File: src/include/bca_pkg.sv
// constants for the brake control and status access block
// assumes a frame decoder upstream delivers checked 32-bit frames
package bca_pkg;
    localparam int         ADDR_W          = 7;
    localparam int         DATA_W          = 16;
    localparam int         FRAME_W         = 32;
    localparam int         NUM_STAT        = 17;
    // frame field positions
    localparam int         FR_ACC_BIT      = 7;
    localparam int         FR_DATA_LSB     = 8;
    localparam int         FR_DATA_MSB     = 23;
    localparam int         FR_ADDR_LSB     = 0;
    localparam int         FR_ADDR_MSB     = 6;
    localparam int         FR_CRC_LSB      = 24;
    localparam int         FR_CRC_MSB      = 31;
    // addresses
    localparam logic [6:0] ADR_BRAKE       = 7'h1D;
    localparam logic [6:0] ADR_PROD_ID     = 7'h70;
    localparam logic [6:0] ADR_STAT [NUM_STAT] = '{
        7'h40, 7'h41, 7'h42, 7'h43, 7'h44, 7'h45, 7'h46,
        7'h50, 7'h51, 7'h52, 7'h53, 7'h54, 7'h55,
        7'h57, 7'h58, 7'h59, 7'h70};
    // brake control fields
    localparam int         BRK_EXCL3       = 12;
    localparam int         BRK_EXCL2       = 11;
    localparam int         BRK_EXCL1       = 10;
    localparam int         BRK_RAPID       = 9;
    localparam int         BRK_VDS_TH      = 8;
    localparam int         BRK_BLANK       = 7;
    localparam int         BRK_PARK        = 6;
    localparam int         BRK_OV_EN       = 5;
    localparam int         BRK_LVL_MSB     = 2;
    localparam logic [15:0] BRK_RESET      = 16'h00A0;
    // bits kept across restart; 15:13 and 4:3 forced low
    localparam logic [15:0] BRK_KEEP_MASK  = 16'h1FE7;
    // bits that hold storage at all
    localparam logic [15:0] BRK_RW_MASK    = 16'h1FFF;
    // per-register rc mask index 16 is the identification word (all read-only)
    localparam logic [15:0] STAT_RC_DFLT   = 16'hFFFF;
    localparam logic [15:0] ZERO16         = 16'h0000;
endpackage

File: src/logic/bca_brake_status.sv
// brake control word and status-register read/clear engine
// assumes frames arrive with a one-cycle strobe and a crc verdict
`timescale 1ns/1ps

// What this block does
// - frame is address, access bit, two data bytes, crc
// - access bit low reads whole word unchanged
// - access bit high clears status word, payload ignored; brake word takes payload
// - status flags hold until cleared by command
// - register data sits in frame bits 8..23
// - read-only bits survive clears; rc bits clear
// - brake word decodes at address 0011101
// - bit 9 enables rapid low-side stop
// - bits 10..12 exclude low drivers from stop
// - bit 8 selects braking drain-source threshold
// - bit 7 selects braking blanking time
// - bit 6 enables parking brake, default off
// - bit 5 enables overvoltage brake, default on
// - reset loads 00A0; restart clears 15:13,4:3
// - status groups at 1000000, 1010000, 1110000
module bca_brake_status #(
    parameter logic [16*bca_pkg::NUM_STAT-1:0] RC_MASKS = {
        16'h0000, {16{bca_pkg::STAT_RC_DFLT}}},
    // identification word: value is arbitrary
    parameter logic [15:0] PROD_ID = 16'h5A00
) (
    input  wire logic                                  mclk,
    input  wire logic                                  srst,
    input  wire logic                                  restart,
    input  wire logic                                  frameValid,
    input  wire logic [bca_pkg::FRAME_W-1:0]           frameIn,
    input  wire logic                                  frameCrcOk,
    input  wire logic [16*bca_pkg::NUM_STAT-1:0]       statSet,
    input  wire logic [16*bca_pkg::NUM_STAT-1:0]       statLive,
    output logic                                       replyValid,
    output logic [bca_pkg::FRAME_W-1:0]                replyOut,
    output logic                                       rapidStopEn,
    output logic [2:0]                                 rapidStopExcludeLow,
    output logic                                       brakeDrainSourceThresholdSel,
    output logic                                       brakeBlankingTimeSel,
    output logic                                       parkingBrakeEnable,
    output logic                                       overvoltageBrakeEnable,
    output logic [2:0]                                 overvoltageBrakeLevel
);

    logic [15:0]                      brake_ff;
    logic [15:0]                      nxt_brake;
    logic [15:0]                      stat_ff [bca_pkg::NUM_STAT];
    logic [15:0]                      nxt_stat [bca_pkg::NUM_STAT];
    logic                             replyValid_ff;
    logic                             nxt_replyValid;
    logic [bca_pkg::FRAME_W-1:0]      replyOut_ff;
    logic [bca_pkg::FRAME_W-1:0]      nxt_replyOut;
    logic [6:0]                       addr;
    logic                             accClear;
    logic [15:0]                      payload;
    logic                             take;
    logic [bca_pkg::NUM_STAT-1:0]     hit;
    logic [15:0]                      rdData;
    logic                             brakeHit;

    assign addr     = frameIn[bca_pkg::FR_ADDR_MSB:bca_pkg::FR_ADDR_LSB];
    assign accClear = frameIn[bca_pkg::FR_ACC_BIT];
    assign payload  = frameIn[bca_pkg::FR_DATA_MSB:bca_pkg::FR_DATA_LSB];
    // a corrupt frame may carry any address, so nothing is touched
    assign take     = frameValid && frameCrcOk;
    assign brakeHit = (addr == bca_pkg::ADR_BRAKE);

    // status words: hardware sets, software clears whole word
    genvar gi;
    generate
        for (gi = 0; gi < bca_pkg::NUM_STAT; gi++)
        begin : g_stat
            localparam logic [15:0] RC = RC_MASKS[16*gi +: 16];
            assign hit[gi] = (addr == bca_pkg::ADR_STAT[gi]);
            always_comb
            begin
                nxt_stat[gi] = stat_ff[gi];
                if (take && accClear && hit[gi])
                begin
                    nxt_stat[gi] = stat_ff[gi] & ~RC;
                end
                // set wins over a clear landing in the same cycle
                nxt_stat[gi] = (nxt_stat[gi] | (statSet[16*gi +: 16] & RC))
                             & RC;
            end
            always_ff @(posedge mclk)
            begin
                if (srst)
                    stat_ff[gi] <= bca_pkg::ZERO16;
                else
                    stat_ff[gi] <= nxt_stat[gi];
            end
        end
    endgenerate

    // read mux: rc bits from storage, read-only bits live from their source
    always_comb
    begin
        rdData = bca_pkg::ZERO16;
        if (brakeHit)
            rdData = brake_ff & bca_pkg::BRK_RW_MASK;
        else if (addr == bca_pkg::ADR_PROD_ID)
            rdData = PROD_ID;
        else
        begin
            for (int i = 0; i < bca_pkg::NUM_STAT; i++)
            begin
                if (hit[i])
                    rdData = stat_ff[i] | (statLive[16*i +: 16] & ~RC_MASKS[16*i +: 16]);
            end
        end
    end

    // brake word write; clear-access carries the new value
    always_comb
    begin
        nxt_brake = brake_ff;
        if (restart)
            nxt_brake = brake_ff & bca_pkg::BRK_KEEP_MASK;
        else if (take && accClear && brakeHit)
            nxt_brake = payload & bca_pkg::BRK_RW_MASK;
    end

    always_ff @(posedge mclk)
    begin
        if (srst)
            brake_ff <= bca_pkg::BRK_RESET;
        else
            brake_ff <= nxt_brake;
    end

    // reply holds the pre-clear word so a clear still reports what it erased
    always_comb
    begin
        nxt_replyValid = take;
        nxt_replyOut   = replyOut_ff;
        if (take)
        begin
            nxt_replyOut = {frameIn[bca_pkg::FR_CRC_MSB:bca_pkg::FR_CRC_LSB],
                            rdData, frameIn[7:0]};
        end
    end

    always_ff @(posedge mclk)
    begin
        if (srst)
        begin
            replyValid_ff <= 1'b0;
            replyOut_ff   <= 32'h0000_0000;
        end
        else
        begin
            replyValid_ff <= nxt_replyValid;
            replyOut_ff   <= nxt_replyOut;
        end
    end

    assign replyValid                   = replyValid_ff;
    assign replyOut                     = replyOut_ff;
    assign rapidStopEn                  = brake_ff[bca_pkg::BRK_RAPID];
    assign rapidStopExcludeLow          = brake_ff[bca_pkg::BRK_EXCL3:bca_pkg::BRK_EXCL1];
    assign brakeDrainSourceThresholdSel = brake_ff[bca_pkg::BRK_VDS_TH];
    assign brakeBlankingTimeSel         = brake_ff[bca_pkg::BRK_BLANK];
    assign parkingBrakeEnable           = brake_ff[bca_pkg::BRK_PARK];
    assign overvoltageBrakeEnable       = brake_ff[bca_pkg::BRK_OV_EN];
    assign overvoltageBrakeLevel        = brake_ff[bca_pkg::BRK_LVL_MSB:0];

endmodule

File: config.mk
export PLATFORM = sky130hd
export DESIGN_NAME = bca_brake_status
export DESIGN_NICKNAME = d
export VERILOG_FILES = /design/src/include/bca_pkg.sv /design/src/logic/bca_brake_status.sv
export SDC_FILE = /design/constraint.sdc
export NUM_CORES = 1
export LEC_CHECK = 0
export ABC_CLOCK_PERIOD_IN_PS = 1760
export BUFFER_PORTS_ARGS = -buffer_cell sky130_fd_sc_hd__buf_2
export CORE_AREA = 5 5 239 241
export CTS_BUF_LIST = sky130_fd_sc_hd__clkbuf_4 sky130_fd_sc_hd__clkbuf_8
export CTS_CLUSTER_DIAMETER = 50
export DETAILED_ROUTE_END_ITERATION = 10
export DIE_AREA = 0 0 244 246
export GPL_ROUTABILITY_DRIVEN = 0
export SETUP_SLACK_MARGIN = 0.5
export SYNTH_ARGS = -nofsm -noshare
export SYNTH_HDL_FRONTEND = slang
export SYNTH_SLANG_ARGS = --single-unit
File: constraint.sdc
create_clock -name mclk -period 1.76 [get_ports mclk]
set_input_delay 0.088 -clock mclk [delete_from_list [all_inputs] [get_ports mclk]]
set_output_delay 0.088 -clock mclk [all_outputs]
set_load 0.05 [all_outputs]
After elaboration in Yosys (flattened, before gate mapping)
Memory sizes are Yosys's and may differ from the RTL's.
Cells that the tools add are included.
- add/sub/neg operators: 0
- $mul: 0
- div/mod/pow operators: 0
- magnitude comparators: 0
- equality and inequality tests: 18
- shifts and indexed selects: 0
- muxes and demuxes: 54
- bitwise gates (word level): 34
- reduce and logical (&&, ||, !) cells: 21
- operator list (operator ; count):
    $mux W16 ; 51
    $or A16 B16 Y16 ; 16
    $eq A7 B7 Y1 const B ; 17
    $logic_and A1 B1 Y1 ; 19
    $or A1 B1 Y1 ; 17
    $eq A7 B5 Y1 const B ; 1
    $mux W1 ; 3
    $reduce_and A2 Y1 ; 1
    $reduce_or A2 Y1 ; 1
    $not A1 Y1 ; 1
- register bits after elaboration: 46
- latch bits: 0
- RAM bits: 272
- memory bits (read-only): 0
- input bits: 581
- logic and storage cells: 132
- memories kept: 1
- memory list (name ; words ; bits a word ; rd ports ; clocked after Yosys merged registers in ; write ports ; line ; source):
    stat_ff ; 17 ; 16 ; 16 ; 0 ; 17 ; bca_brake_status.sv:48 ; logic [15:0] stat_ff [bca_pkg::NUM_STAT];

Depth between registers and ports, before layout
- word-level depth: 19
- gate-level depth with buffers: 10
- depth with buffers taken out: 6

Worst setup path after synthesis
Ideal clock, no wire load.
- kind: input-to-reg
- start point: input frameIn[5] in the netlist's numbering
- end point: memory stat_ff[8][10]
- arrival time: 1.563 ns
- path slack: 0.070 ns
- stages on the path: 9
- path buffers: 3
- path through: buf_6 > and3b_2 > buf_2 > nand2_1 > nor2_1 > nand2_1 > buf_2 > a21oi_1 > nor2_1
- RTL lines (what ; line ; source):
    from (decl) ; bca_brake_status.sv:31 ; input wire logic [bca_pkg::FRAME_W-1:0] frameIn,
    to (decl) ; bca_brake_status.sv:48 ;

==> metrics.cfg <==
[layout]
fin_area_sq_um=22200
drive_above_1_share=0.439
nFillCells=5107
regArea_sq_um=6190
area_delta_synth_final_pct=80.4
final_nets=2815
multiInputGateArea_sq_um=6880

[routing]
wire_per_inst_um=22.4
wirelength_um=66900
num_vias=14824
ant_nets=0
drtPass1Iterations=7
drc=0
drt-vias-per-instance=4.97
drtIter0Drc=1315

[synth]
synth_ff_type=dfxtp_1
synth_area_sq_um=12300
avgSynthCellArea_sq_um=8.46
synth_seq_cells=302
synth_top_cells_by_area=dfxtp_1, a21oi_1, nor2_1
synth_area_leader_cell=dfxtp_1
syn_nets=2037
synth.top_cell.area_share=0.491
netlist_instances=1456
synth_edf_count=0
synth_warnings=0
async_flop_share=0
ys_top_cells_by_count=nor2_1, dfxtp_1, a21oi_1
yosysMostFrequentCell=nor2_1
ys_types=84
ys_seq_area_frac=0.491

[setup_path]
r2r_end=replyOut[18]
cp-start-kind=register
cp-end-kind=register
r2r_slack_ns=0.05
critPathKind=register to register
critPathArrivalTime_ns=2.23
worstPathRequired_ns=2.27
r2r_start=stat_ff[3][10]
crit_start=stat_ff[3][10]
critPathMaxFanout=2
reg2reg_depth=5

[clock_tree]
root_buffer=clkbuf_8
cts_buffers=54
cts.sinks=302
cts_max_path_buffers=3
path_clk_slew_ns=0.07
clkLatencyLatePin_ns=0.67
cts_tree=done
htree_levels=2

[timing]
min_period_over_period=0.973
finalSetupViolations=0
worst_pin_slew_ns=0.606
finalCriticalPeriod_ns=1.71
slew_viol_final=0
fin_ws_ns=0.0467
clock.fmax_mhz=584
hold_viol_final=0
rsz0062_at_grt=yes
skew_ns=0.0407
relSlewSlack=0.596

[global_routing]
grt_max_degree=130
antenna_found_initial=5
grt_pass1_wl_um=95800
overflow=0
grt_pass1_vias=15287
grtUsageTotal=0.209

[floorplan]
rows=86
ios=625
die_area_sq_um=60000
start_util=0.225
die_h_um=246
die_w_um=244
core_sq_um=54700

[power]
peakVddDrop_v=0.000516
power_frac_clock=0.402
leakage_nw=9.19
sw_frac_of_total=0.288
p_per_area_nw_per_um2=805
internal-power_mw=12.7
sequentialPowerShare=0.430
power_frac_comb=0.167
net-switching-power_mw=5.16

[min_path]
whs_path_depth=5
worst_hold_path_type=input port to register
worstHoldStart=frameIn[7]
hold_end=replyOut[7]

[placed_design]
dpl_cell_area_sq_um=16700
numPortBuffers=333
dpl.hpwl_um=46600
pre_cts_slack_ns=-0.406

[job]
cap_viol_max_count=0

[outcome]
status=finished clean

registers in the layout, indices dropped and copies added, names as in the netlist:
| signal | cells |
|---|---|
| stat_ff | 256 |
| replyOut | 32 |
| replyValid | 1 |
| brake_ff | 13 |
timing repair:
item	in CTS	in global routing
gates resized for setup	269	59
cloned	0	3
endpoints found under the hold margin	296	0
setup endpoints to repair	62	100
pin swaps	31	25
hold buffers	302	0
setup buffers	27	7
per-layer routing:
metal | part of all wire | wire (um) | GRT usage
met4 | 0.032 | 2140 | 0.0689
met1 | 0.44 | 29200 | 0.282
met2 | 0.44 | 29300 | 0.325
met3 | 0.093 | 6220 | 0.0552
met5 | 0.00066 | 44 | 0
power groups by stage:
stage | logic, mW | registers (mW) | clock network (mW)
2_1_floorplan | 1.06 | 7.78 | 0
3_3_place_gp | 2.13 | 7.81 | 0
3_5_place_dp | 2.15 | 7.82 | 0
4_1_cts | 2.84 | 7.68 | 7.33
5_1_grt | 3.18 | 7.73 | 7.68
6_report | 2.99 | 7.70 | 7.20
critical path, cell delays in order (launching register included):
cell and delay, ns:
dfxtp_2 0.33, mux4_2 0.55, a211oi_2 0.23, buf_4 0.16, o2111a_2 0.23, o32ai_1 0.08
cells by family (layout without fill, tap and decap cells):
logic type,count (synthesis),count (layout),synth area share
simple gates,506,506,0.177
compound gates,482,482,0.235
flops,302,302,0.491
buf+inv,124,945,0.0542
mux,42,42,0.0429
other cells,0,3,0
layout make-up:
type,count,share of cell area
multi-input combinational,1030,0.310
timing repair buffer,832,0.316
clock buffer,74,0.0433
inverter,14,0.00236
sequential,302,0.279
clock inverter,25,0.00991
tap,704,0.0396
antenna,3,0.000338
cell usage in the layout, fill, tap and decap left out, types with 16 or more instances in the layout:
cell type | Yosys | layout
a21oi_1 | 299 | 137
a21oi_2 | 0 | 159
a22oi_1 | 17 | 16
buf_12 | 0 | 27
buf_2 | 17 | 286
buf_4 | 12 | 168
buf_8 | 0 | 41
clkbuf_8 | 8 | 65
dfxtp_1 | 302 | 226
dfxtp_2 | 0 | 55
dfxtp_4 | 0 | 21
dlygate4sd3_1 | 0 | 299
mux2i_1 | 28 | 27
nand2_1 | 94 | 75
nor2_1 | 320 | 313
o21ai_0 | 39 | 24
worst max-delay path by stage:
stage | end | slack (ns) | cells after the start
after floorplan | replyOut[17] | 0.21 | 7
after global placement | replyOut[17] | -0.41 | 8
after detailed placement | replyOut[17] | -0.41 | 8
after CTS | replyOut[16] | 0.006 | 5
after global routing | replyOut[18] | 0.001 | 5
final | replyOut[18] | 0.05 | 5
through the flow:
step           std cells  total power, mW  hold WS (ns)  TNS, ns   util
6_report            2984             17.9         0.129        0  0.407
5_1_grt             2982             18.6         0.110        0  0.406
4_1_cts             2971             17.8        0.0401        0  0.400
3_5_place_dp        2543             9.98         0.300   -16.48  0.305
3_3_place_gp        2543             9.94         0.293   -14.45  0.305
2_1_floorplan       1456             8.85         0.166        0      -
No activity file was read; power rests on OpenSTA's default activity.
